File: src/verilog/ssf_pkg.sv
// package for the spi status flag block: offsets, fields, reset values, timing
// assumes a 25 MHz hclk and word-aligned register slots on AHB-Lite
package ssf_pkg;

   // ------------------------------------------------------------
   // register indices; byte address is four times the index
   // ------------------------------------------------------------
   localparam logic [9:0] SSF_IDX_STATUS = 10'h0ea;
   localparam logic [9:0] SSF_IDX_CTRL = 10'h0f0;
   localparam logic [9:0] SSF_IDX_RXDATA = 10'h0f1;
   localparam logic [9:0] SSF_IDX_TXDATA = 10'h0f2;
   localparam logic [9:0] SSF_IDX_MASK = 10'h0f3;

   // ------------------------------------------------------------
   // status and mask field positions
   // ------------------------------------------------------------
   localparam int SSF_ST_BUSY = 7;
   localparam int SSF_ST_MULTI_MASTER_ERROR_FLAG = 6;
   localparam int SSF_ST_RXOF = 5;
   localparam int SSF_ST_RXIRQ = 4;

   // ------------------------------------------------------------
   // control field positions
   // ------------------------------------------------------------
   localparam int SSF_CT_MODE = 0;
   localparam int SSF_CT_OVWR = 1;
   localparam int SSF_CT_MASTER = 2;
   localparam int SSF_CT_SSIN = 3;
   localparam int SSF_CT_W = 4;

   // ------------------------------------------------------------
   // reset values
   // ------------------------------------------------------------
   localparam logic [3:0] SSF_CTRL_RST = 4'h0;
   localparam logic [2:0] SSF_MASK_RST = 3'h0;
   localparam logic [7:0] SSF_BYTE_RST = 8'h00;

   // ------------------------------------------------------------
   // timing
   // ------------------------------------------------------------
   localparam int SSF_CLK_NS = 40;
   localparam int SSF_SCLK_HALF_NS = 160;
   localparam int SSF_SCLK_HALF_CYC = (SSF_SCLK_HALF_NS + SSF_CLK_NS - 1) / SSF_CLK_NS;
   localparam int SSF_BITS = 8;

endpackage

File: src/verilog/ssf_link_if.sv
// link between the register side and the serial engine
// assumes both ends run on hclk
`timescale 1ns/1ps
interface ssf_link_if;
   logic start;
   logic [7:0] tx_byte;
   logic master;
   logic ss_in_en;
   logic busy;
   logic done;
   logic [7:0] rx_byte;
   logic ss_low;

   modport ctl
   (
      output start, tx_byte, master, ss_in_en,
      input busy, done, rx_byte, ss_low
   );

   modport eng
   (
      input start, tx_byte, master, ss_in_en,
      output busy, done, rx_byte, ss_low
   );
endinterface

File: src/verilog/ssf_engine.sv
// serial byte engine: master clock generation, slave sampling, pin drive
// assumes pins arrive asynchronous to hclk; mode 0 clocking (idle low, sample on rise)
`timescale 1ns/1ps
module ssf_engine #(
   parameter int HALF_CYC = ssf_pkg::SSF_SCLK_HALF_CYC
)
(
   input wire logic hclk,
   input wire logic hresetn,
   ssf_link_if.eng lnk,
   input wire logic sclk_i,
   output logic sclk_o,
   output logic sclk_oe,
   input wire logic mosi_i,
   output logic mosi_o,
   output logic mosi_oe,
   input wire logic miso_i,
   output logic miso_o,
   output logic miso_oe,
   input wire logic ss_i,
   output logic ss_o,
   output logic ss_oe
);

   // ------------------------------------------------------------
   // state
   // ------------------------------------------------------------
   typedef enum logic [1:0] {SSF_IDLE, SSF_MSHIFT, SSF_SSHIFT} ssf_eng_st_t;

   typedef struct packed {
      ssf_eng_st_t st;
      logic sclk_s1;
      logic sclk_s2;
      logic sclk_s3;
      logic ss_s1;
      logic ss_s2;
      logic mosi_s1;
      logic mosi_s2;
      logic miso_s1;
      logic miso_s2;
      logic [2:0] bitcnt;
      logic [7:0] shreg;
      logic [7:0] div;
      logic sclk_o;
      logic sclk_oe;
      logic mosi_o;
      logic mosi_oe;
      logic miso_o;
      logic miso_oe;
      logic ss_o;
      logic ss_oe;
      logic busy;
      logic done;
      logic [7:0] rx_byte;
   } ssf_eng_t;

   localparam logic [7:0] DIV_LAST = 8'(HALF_CYC - 1);

   // elaboration check: the divider counts in eight bits
   if (HALF_CYC < 1 || HALF_CYC > 256)
   begin
      $error("HALF_CYC out of range");
   end

   ssf_eng_t q;
   ssf_eng_t next_q;
   logic rise;
   logic fall;
   logic ss_low;

   assign rise = q.sclk_s2 & ~q.sclk_s3;
   assign fall = ~q.sclk_s2 & q.sclk_s3;
   assign ss_low = ~q.ss_s2;

   // ------------------------------------------------------------
   // next state
   // ------------------------------------------------------------
   always_comb
   begin
      next_q = q;
      next_q.sclk_s1 = sclk_i;
      next_q.sclk_s2 = q.sclk_s1;
      next_q.sclk_s3 = q.sclk_s2;
      next_q.ss_s1 = ss_i;
      next_q.ss_s2 = q.ss_s1;
      next_q.mosi_s1 = mosi_i;
      next_q.mosi_s2 = q.mosi_s1;
      next_q.miso_s1 = miso_i;
      next_q.miso_s2 = q.miso_s1;
      next_q.done = 1'b0;
      next_q.sclk_oe = lnk.master;
      next_q.mosi_oe = lnk.master;
      next_q.ss_oe = lnk.master & ~lnk.ss_in_en;
      next_q.miso_oe = ~lnk.master & ss_low;
      unique case (q.st)
         SSF_IDLE:
         begin
            next_q.busy = 1'b0;
            next_q.ss_o = 1'b1;
            next_q.sclk_o = 1'b0;
            if (lnk.master && lnk.start)
            begin
               next_q.st = SSF_MSHIFT;
               next_q.shreg = lnk.tx_byte;
               next_q.mosi_o = lnk.tx_byte[7];
               next_q.div = 8'h00;
               next_q.bitcnt = 3'h0;
               next_q.busy = 1'b1;
               next_q.ss_o = 1'b0;
            end
            else if (!lnk.master && ss_low)
            begin
               next_q.st = SSF_SSHIFT;
               next_q.shreg = lnk.tx_byte;
               next_q.miso_o = lnk.tx_byte[7];
               next_q.bitcnt = 3'h0;
               next_q.busy = 1'b1;
            end
         end
         SSF_MSHIFT:
         begin
            if (q.div == DIV_LAST)
            begin
               next_q.div = 8'h00;
               next_q.sclk_o = ~q.sclk_o;
               if (!q.sclk_o)
               begin
                  next_q.shreg = {q.shreg[6:0], q.miso_s2};
               end
               else if (q.bitcnt == 3'h7)
               begin
                  // byte complete: release select and go idle
                  next_q.done = 1'b1;
                  next_q.rx_byte = q.shreg;
                  next_q.st = SSF_IDLE;
                  next_q.busy = 1'b0;
                  next_q.ss_o = 1'b1;
               end
               else
               begin
                  next_q.bitcnt = q.bitcnt + 3'h1;
                  next_q.mosi_o = q.shreg[7];
               end
            end
            else
            begin
               next_q.div = q.div + 8'h01;
            end
         end
         SSF_SSHIFT:
         begin
            if (!ss_low || lnk.master)
            begin
               next_q.st = SSF_IDLE;
               next_q.busy = 1'b0;
            end
            else if (rise)
            begin
               next_q.bitcnt = q.bitcnt + 3'h1;
               next_q.shreg = {q.shreg[6:0], q.mosi_s2};
               if (q.bitcnt == 3'h7)
               begin
                  next_q.done = 1'b1;
                  next_q.rx_byte = {q.shreg[6:0], q.mosi_s2};
                  next_q.shreg = lnk.tx_byte;
               end
            end
            else if (fall)
            begin
               next_q.miso_o = q.shreg[7];
            end
         end
      endcase
   end

   // ------------------------------------------------------------
   // registers
   // ------------------------------------------------------------
   always_ff @(posedge hclk or negedge hresetn)
   begin
      if (!hresetn)
      begin
         q <= '{st: SSF_IDLE, sclk_s1: 1'b0, sclk_s2: 1'b0, sclk_s3: 1'b0,
                ss_s1: 1'b1, ss_s2: 1'b1, ss_o: 1'b1, default: '0};
      end
      else
      begin
         q <= next_q;
      end
   end

   assign lnk.busy = q.busy;
   assign lnk.done = q.done;
   assign lnk.rx_byte = q.rx_byte;
   assign lnk.ss_low = ~q.ss_s2;
   assign sclk_o = q.sclk_o;
   assign sclk_oe = q.sclk_oe;
   assign mosi_o = q.mosi_o;
   assign mosi_oe = q.mosi_oe;
   assign miso_o = q.miso_o;
   assign miso_oe = q.miso_oe;
   assign ss_o = q.ss_o;
   assign ss_oe = q.ss_oe;

endmodule

File: src/verilog/ssf_top.sv
// spi status flag block: AHB-Lite registers, receive flags, interrupt, engine
// assumes a single AHB-Lite master and pins asynchronous to hclk
//
// What this block does
// - status bit 7 reads 1 while a byte moves, master or slave, else 0.
// - multi-master error bit 6 sets when select input enabled and driven low mid-master.
// - overflow bit 5 sets if received data unread when next byte ends; read clears.
// - with overwrite enabled, an overflowing byte replaces the held received data.
// - receive flag bit 4 sets on new received data; reading received data clears it.
// - mode 0 with interrupt enabled raises the interrupt whenever receive flag sets.
// - in mode 0 a transfer waits for a receive read, not for the received register to empty; select released.
// - mode 0 starts a transfer on receive read; mode 1 on transmit write.
`timescale 1ns/1ps
module ssf_top #(
   parameter int HALF_CYC = ssf_pkg::SSF_SCLK_HALF_CYC
)
(
   input wire logic hclk,
   input wire logic hresetn,
   input wire logic hsel,
   input wire logic [31:0] haddr,
   input wire logic [1:0] htrans,
   input wire logic hwrite,
   input wire logic [2:0] hsize,
   input wire logic [31:0] hwdata,
   input wire logic hready,
   output logic hreadyout,
   output logic [31:0] hrdata,
   output logic hresp,
   output logic irq,
   input wire logic sclk_i,
   output logic sclk_o,
   output logic sclk_oe,
   input wire logic mosi_i,
   output logic mosi_o,
   output logic mosi_oe,
   input wire logic miso_i,
   output logic miso_o,
   output logic miso_oe,
   input wire logic ss_i,
   output logic ss_o,
   output logic ss_oe
);

   // ------------------------------------------------------------
   // state
   // ------------------------------------------------------------
   typedef struct packed {
      logic pend;
      logic wr;
      logic [9:0] idx;
      logic hreadyout;
      logic [31:0] hrdata;
      logic [ssf_pkg::SSF_CT_W-1:0] ctrl;
      logic [2:0] mask;
      logic [7:0] tx;
      logic [7:0] rx;
      logic rx_full;
      logic multi_master_error_flag;
      logic rxof;
      logic rxirq;
      logic start_req;
      logic start;
      logic irq;
   } ssf_top_t;

   ssf_top_t q;
   ssf_top_t next_q;
   ssf_link_if lnk();

   logic acc;
   logic rd_rx;
   logic wr_tx;
   logic [2:0] clr;
   logic mm_ev;
   logic ov_ev;
   logic req_ev;
   logic mode1;
   logic master;
   logic [7:0] status;

   // ------------------------------------------------------------
   // decode
   // ------------------------------------------------------------
   assign acc = hsel & htrans[1] & hready;
   assign rd_rx = q.pend & ~q.wr & (q.idx == ssf_pkg::SSF_IDX_RXDATA);
   assign wr_tx = q.pend & q.wr & (q.idx == ssf_pkg::SSF_IDX_TXDATA);
   assign clr = (q.pend && q.wr && q.idx == ssf_pkg::SSF_IDX_STATUS) ? hwdata[6:4] : 3'h0;
   assign mode1 = q.ctrl[ssf_pkg::SSF_CT_MODE];
   assign master = q.ctrl[ssf_pkg::SSF_CT_MASTER];
   assign mm_ev = master & q.ctrl[ssf_pkg::SSF_CT_SSIN] & lnk.busy & lnk.ss_low;
   assign ov_ev = lnk.done & q.rx_full & ~rd_rx;
   assign req_ev = master & ((~mode1 & rd_rx) | (mode1 & wr_tx));
   assign status = {lnk.busy, q.multi_master_error_flag, q.rxof, q.rxirq, 4'h0};

   // ------------------------------------------------------------
   // next state
   // ------------------------------------------------------------
   always_comb
   begin
      next_q = q;
      next_q.start = 1'b0;
      if (acc)
      begin
         next_q.pend = 1'b1;
         next_q.wr = hwrite;
         next_q.idx = haddr[11:2];
         next_q.hreadyout = 1'b0;
      end
      if (q.pend)
      begin
         next_q.pend = 1'b0;
         next_q.hreadyout = 1'b1;
         if (q.wr)
         begin
            unique case (q.idx)
               ssf_pkg::SSF_IDX_CTRL: next_q.ctrl = hwdata[ssf_pkg::SSF_CT_W-1:0];
               ssf_pkg::SSF_IDX_TXDATA: next_q.tx = hwdata[7:0];
               ssf_pkg::SSF_IDX_MASK: next_q.mask = hwdata[6:4];
               default: next_q.tx = q.tx;
            endcase
         end
         else
         begin
            unique case (q.idx)
               ssf_pkg::SSF_IDX_STATUS: next_q.hrdata = {24'h0, status};
               ssf_pkg::SSF_IDX_CTRL: next_q.hrdata = {28'h0, q.ctrl};
               ssf_pkg::SSF_IDX_RXDATA: next_q.hrdata = {24'h0, q.rx};
               ssf_pkg::SSF_IDX_TXDATA: next_q.hrdata = {24'h0, q.tx};
               ssf_pkg::SSF_IDX_MASK: next_q.hrdata = {25'h0, q.mask, 4'h0};
               default: next_q.hrdata = 32'h0;
            endcase
         end
      end

      // receive data capture
      if (lnk.done && (!q.rx_full || rd_rx || q.ctrl[ssf_pkg::SSF_CT_OVWR]))
      begin
         next_q.rx = lnk.rx_byte;
      end
      next_q.rx_full = (q.rx_full & ~rd_rx) | lnk.done;

      // sticky flags, set wins over clear
      next_q.multi_master_error_flag = (q.multi_master_error_flag & ~clr[2]) | mm_ev;
      next_q.rxof = (q.rxof & ~rd_rx & ~clr[1]) | ov_ev;
      next_q.rxirq = (q.rxirq & ~rd_rx & ~clr[0]) | lnk.done;

      // transfer launch; no launch without a read in mode 0
      next_q.start_req = (q.start_req | req_ev) & master;
      if (q.start_req && master && !lnk.busy && !q.start)
      begin
         next_q.start = 1'b1;
         next_q.start_req = req_ev;
      end

      // receive flag interrupts only in mode 0
      next_q.irq = |({q.multi_master_error_flag, q.rxof, q.rxirq & ~mode1} & q.mask);
   end

   // ------------------------------------------------------------
   // registers
   // ------------------------------------------------------------
   always_ff @(posedge hclk or negedge hresetn)
   begin
      if (!hresetn)
      begin
         q <= '{hreadyout: 1'b1, ctrl: ssf_pkg::SSF_CTRL_RST, mask: ssf_pkg::SSF_MASK_RST,
                tx: ssf_pkg::SSF_BYTE_RST, rx: ssf_pkg::SSF_BYTE_RST, default: '0};
      end
      else
      begin
         q <= next_q;
      end
   end

   // ------------------------------------------------------------
   // link and engine
   // ------------------------------------------------------------
   assign lnk.start = q.start;
   assign lnk.tx_byte = q.tx;
   assign lnk.master = master;
   assign lnk.ss_in_en = q.ctrl[ssf_pkg::SSF_CT_SSIN];

   ssf_engine #(
      .HALF_CYC(HALF_CYC)
   ) u_eng
   (
      .hclk(hclk),
      .hresetn(hresetn),
      .lnk(lnk),
      .sclk_i(sclk_i),
      .sclk_o(sclk_o),
      .sclk_oe(sclk_oe),
      .mosi_i(mosi_i),
      .mosi_o(mosi_o),
      .mosi_oe(mosi_oe),
      .miso_i(miso_i),
      .miso_o(miso_o),
      .miso_oe(miso_oe),
      .ss_i(ss_i),
      .ss_o(ss_o),
      .ss_oe(ss_oe)
   );

   assign hreadyout = q.hreadyout;
   assign hrdata = q.hrdata;
   assign hresp = 1'b0;
   assign irq = q.irq;

endmodule

File: config.mk
export PLATFORM = sky130hd
export DESIGN_NAME = ssf_top
export DESIGN_NICKNAME = d
export VERILOG_FILES = /design/src/verilog/ssf_pkg.sv /design/src/verilog/ssf_link_if.sv /design/src/verilog/ssf_engine.sv /design/src/verilog/ssf_top.sv
export SDC_FILE = /design/constraint.sdc
export NUM_CORES = 1
export LEC_CHECK = 0
export BUFFER_PORTS_ARGS = -buffer_cell sky130_fd_sc_hd__clkbuf_2
export CAP_MARGIN = 30
export CORE_MARGIN = 1
export CORE_UTILIZATION = 50
export CTS_CLUSTER_DIAMETER = 40
export DETAILED_ROUTE_END_ITERATION = 8
export PLACE_DENSITY = 0.78
export SETUP_SLACK_MARGIN = 0.1
export SLEW_MARGIN = 5
export SYNTH_ARGS = -nofsm -noshare
export SYNTH_HDL_FRONTEND = slang
export SYNTH_SLANG_ARGS = --single-unit
export TNS_END_PERCENT = 20
File: constraint.sdc
create_clock -name hclk -period 2.55 [get_ports hclk]
set_clock_uncertainty 0.15 [all_clocks]
set_input_delay 0.3825 -clock hclk [delete_from_list [all_inputs] [get_ports hclk]]
set_output_delay 0.3825 -clock hclk [all_outputs]
set_load 0.01 [all_outputs]
==> impl.org <==
** Finish
- Multi-input gate area in the final layout :: between 2000 and 2500 um^2
- Combined flip-flop and latch cell area :: approximately 2500 um^2
- Proportion of layout cells with a drive suffix above 1 :: 29.42%
- After filler insertion, the fill cell instance count of the layout stands at approximately 760.
- Cells fill between 50 and 60% of the core in the end.
- Net count reported at finish :: 565
- The number of antenna diodes in the final layout is 0.
- Relative area change from synthesis to final layout :: 12.15%
- After routing the design area is approximately 5400 um^2.

** Synthesis
- For this run, the leading register cell type out of synthesis is sky130_fd_sc_hd__dfrtp_1.
- The synthesized netlist occupies a cell area of around 4800 um^2.
- During synthesis, Yosys emitted a total of 0 warnings.
- The synthesized netlist contains between 50 and 60 unique library cells.
- The top cell type by area accounts for between 40% and 50% of the synthesized area.
- Leading area contributor after synthesis :: sky130_fd_sc_hd__dfrtp_1
- Portion of the post-synthesis area used by sequential elements :: between 50% and 60%
- Count of flip-flops with a built-in enable after synthesis :: 0
- Share of synthesized registers carrying an async set or reset :: 100.0%
- Number of flip-flops and latches in the synthesized netlist :: 98
- Cell count after synthesis :: 421
- Averaged over all synthesized cells, the footprint is approximately 11 um^2.
- Synth area leaders :: sky130_fd_sc_hd__dfrtp_1, sky130_fd_sc_hd__mux2_2, sky130_fd_sc_hd__buf_4

** Clock tree
- The tree is rooted in a sky130_fd_sc_hd__clkbuf_8.
- In this run the deepest clock path goes through 2 buffers.
- The H-tree was split into 3 levels.
- The clock drives slightly below 100 sinks.
- Buffers inserted during clock tree synthesis total 9.
- Clock input transition at the sequential cells of the worst setup and hold paths :: about 0.1 ns
- Clock tree from TritonCTS :: yes
- The clock reaches the later pin of the worst-skew pair after 0.36 ns.

** Route
- After detailed routing, the number of vias per cell comes to ~5.6.
- Drt pass-1 iters :: 4
- The detailed router finished its first iteration with about 230 violations.
- Vias after detailed routing :: around 3400
- After detailed routing, the average wire length per cell comes to approximately 16 um.
- Post-detailed-route DRC marker count :: 0
- Count of nets left with antenna violations after detail routing :: 0
- Final routed wirelength across all metal layers :: approximately 9600 um

** Critical path
- Across all register-to-register paths, the minimum setup slack is ~0.23 ns.
- Data required time at the worst endpoint :: 2.69 ns
- Startpoint type of the worst setup path :: flop
- Worst Reg-to-Reg Cells :: 7
- Biggest fanout along the worst timing path :: 9
- The critical path is of the flop to flop type.
- In this run the worst setup path begins at u_eng.q[19].
- The worst setup path is captured at a flop.
- Source of the worst register-to-register timing path :: u_eng.q[19]
- At the worst endpoint, the arrival time is between 2 and 2.5 ns.
- Worst reg2reg endpoint :: u_eng.lnk.rx_byte[7]
- Destination of the critical timing path :: u_eng.lnk.rx_byte[7]

** Timing
- Hold Violations, Final :: 0
- The count of final max-slew check failures was 0.
- Smallest setup slack after layout :: about 0.23 ns
- Measured against its own limit, the worst slew margin works out to 46.89%.
- Total of endpoints with negative setup slack in the final report :: 0
- Peak Freq :: ~430 MHz
- Actual transition at the worst max-transition pin :: approximately 0.80 ns
- After layout, the worst path uses between 90% and 100% of the clock period.
- Sum of negative setup slack :: 0 ns
- Clock period minus worst slack :: 2.322 ns
- Setup repair after global routing missed its margin :: false

** Power
- Worst supply voltage drop on vdd :: between 0.6 and 0.7 mV
- Power density relative to cell area :: between 700 and 800 nW/um^2
- Sum of internal, switching and leakage power :: around 3800 uW
- Leakage power figure :: around 0.0025 uW

** Global route
- Initial antenna violation count :: 0
- Global routing consumed, over all layers together, 20.86% of the routing resources.
- Entering global routing, the biggest net connects 46 pins.
- The via count of the first global-routing pass came to roughly 3300.
- Wire length of the first global-routing pass :: about 16000 um
- For this run the aggregate overflow at the end of global routing stands at 0.

** Place
- Summing all placed instances gives a cell area of between 5000 and 6000 um^2.
- Dpl ws :: 0.1322 ns
- HPWL after detailed placement :: approximately 7100 um
- Number of input and output port buffers inserted :: 45
- The congestion estimate from routability-driven global placement came to 0.8844.

** Run
- The tool flagged a number of max-cap violations equal to 0.

** Worst hold path
- Worst hold-check path type :: input pin to flop

** Floorplanning
- Die Footprint :: about 10000 um^2
- Total number of placement rows :: 35
- The core region is approximately 9200 um^2.
- In this run the horizontal extent of the chip is ~100 um.
- During I/O placement, the number of pins put on the boundary was 121.
- Die Y :: approximately 100 um
- The initial utilization of the core area, before any placement, comes to between 50% and 60%.

** Run status
- The run finished with clean final reports.
[state kept, by name, summed over array words and instances, names as in the netlist, 5 cells and up]
register           flops
hrdata                 8
lnk.tx_byte            8
q                     29
u_eng.lnk.rx_byte      8
u_eng.next_q           5
u_eng.q               25
[how the worst min path moves through the flow]
stage	startpoint	end	slack, ns	cells after the start
final	hwdata[7]	lnk.tx_byte[7]	0.10	2
after global routing	haddr[10]	q[71]	0.08	2
after CTS	haddr[11]	q[72]	0.09	2
after detailed placement	u_eng.next_q[44]	u_eng.next_q[43]	0.18	0
after global placement	u_eng.next_q[44]	u_eng.next_q[43]	0.18	0
after floorplan	hresetn	hrdata[0]	-0.06	0
[placed cells by master, fill, tap and decap left out, types with 13 or more instances in the layout]
cell type / netlist / layout
sky130_fd_sc_hd__o21ai_0: 19 / 19
sky130_fd_sc_hd__nand2_1: 25 / 25
sky130_fd_sc_hd__buf_4: 34 / 21
sky130_fd_sc_hd__a22oi_1: 13 / 13
sky130_fd_sc_hd__dfrtp_1: 94 / 94
sky130_fd_sc_hd__clkbuf_2: 0 / 44
sky130_fd_sc_hd__mux2_2: 45 / 45
sky130_fd_sc_hd__nor2_1: 19 / 19
sky130_fd_sc_hd__a22o_1: 21 / 21
sky130_fd_sc_hd__conb_1: 1 / 25
sky130_fd_sc_hd__a21oi_1: 16 / 16
[power breakdown]
group	internal [uW]	total (uW)	switching [uW]	leakage [uW]
sequential	1750	1920	172	0.00123
combinational	425	955	529	0.00118
clock	390	946	556	0.0000868
total	2570	3830	1260	0.00250
[stage by stage]
step | std cells | hold WS (ns)
6_report | 615 | 0.1019
5_1_grt | 615 | 0.08119
3_5_place_dp | 593 | 0.1847
3_3_place_gp | 593 | 0.1830
4_1_cts | 614 | 0.09476
2_1_floorplan | 445 | -0.06309
[synthesized netlist by cell type, types with 3 or more instances]
cell                       count
sky130_fd_sc_hd__nor3_1        7
sky130_fd_sc_hd__a21oi_1      16
sky130_fd_sc_hd__o211ai_1      4
sky130_fd_sc_hd__mux2_2       45
sky130_fd_sc_hd__buf_4        34
sky130_fd_sc_hd__a22oi_1      13
sky130_fd_sc_hd__buf_2         3
sky130_fd_sc_hd__or4b_1        3
sky130_fd_sc_hd__nand2_1      25
sky130_fd_sc_hd__nand4_1       3
sky130_fd_sc_hd__nor2b_1       6
sky130_fd_sc_hd__a22o_1       21
sky130_fd_sc_hd__inv_1        11
sky130_fd_sc_hd__dfrtp_1      94
sky130_fd_sc_hd__a21o_1        3
sky130_fd_sc_hd__ha_1          6
sky130_fd_sc_hd__mux2i_1       8
sky130_fd_sc_hd__a31oi_1      11
sky130_fd_sc_hd__clkbuf_1      7
sky130_fd_sc_hd__nand3_1       8
sky130_fd_sc_hd__nand2b_1      3
sky130_fd_sc_hd__dfstp_2       4
sky130_fd_sc_hd__and2_1        3
sky130_fd_sc_hd__o21ai_0      19
sky130_fd_sc_hd__and3_1        6
sky130_fd_sc_hd__nor2_1       19
[critical path, stage by stage (launching register included)]
cell	delay, ns
sky130_fd_sc_hd__dfrtp_1	0.40
sky130_fd_sc_hd__ha_1	0.24
sky130_fd_sc_hd__or4b_1	0.53
sky130_fd_sc_hd__buf_4	0.20
sky130_fd_sc_hd__nor4_4	0.23
sky130_fd_sc_hd__buf_4	0.20
sky130_fd_sc_hd__a22o_1	0.16
sky130_fd_sc_hd__mux2_2	0.15
[timing repair]
item                                   4_1_cts  5_1_grt
setup endpoints to repair                    0       11
endpoints found under the hold margin       42        0
gates resized for setup                      0        3
hold buffers                                 5        0
setup buffers                                0        1
[area by class of cell]
cell class / count / share of cell area [%]
clock inverters: 6 / 0.8870
clock buffers: 10 / 2.568
inverters: 12 / 0.8403
flip-flops and latches: 98 / 45.85
well taps: 129 / 3.011
multi-input cells: 289 / 38.49
repair buffers: 71 / 8.357
[cells by family (layout without fill, tap and decap cells)]
kind of cell / count (synthesis) / count (layout) / share of synthesized area [%]
AOI/OAI and AO/OA: 107 / 107 / 15.97
DFF: 98 / 98 / 51.41
and+or+nand+nor: 98 / 98 / 11.23
buffers and inverters: 58 / 99 / 7.460
muxes: 53 / 53 / 12.28
adders and majority gates: 6 / 6 / 1.571
other: 1 / 25 / 0.07846
[metal layers]
metal	vias to the layer above	routed length [um]	global-route usage (%)
li1	1609	-	-
met1	1698	4313	30.07
met2	113	4662	31.83
met3	12	485	3.134
met4	0	159	8.484
met5	-	0	0
Power figures use the tool's default switching activity.
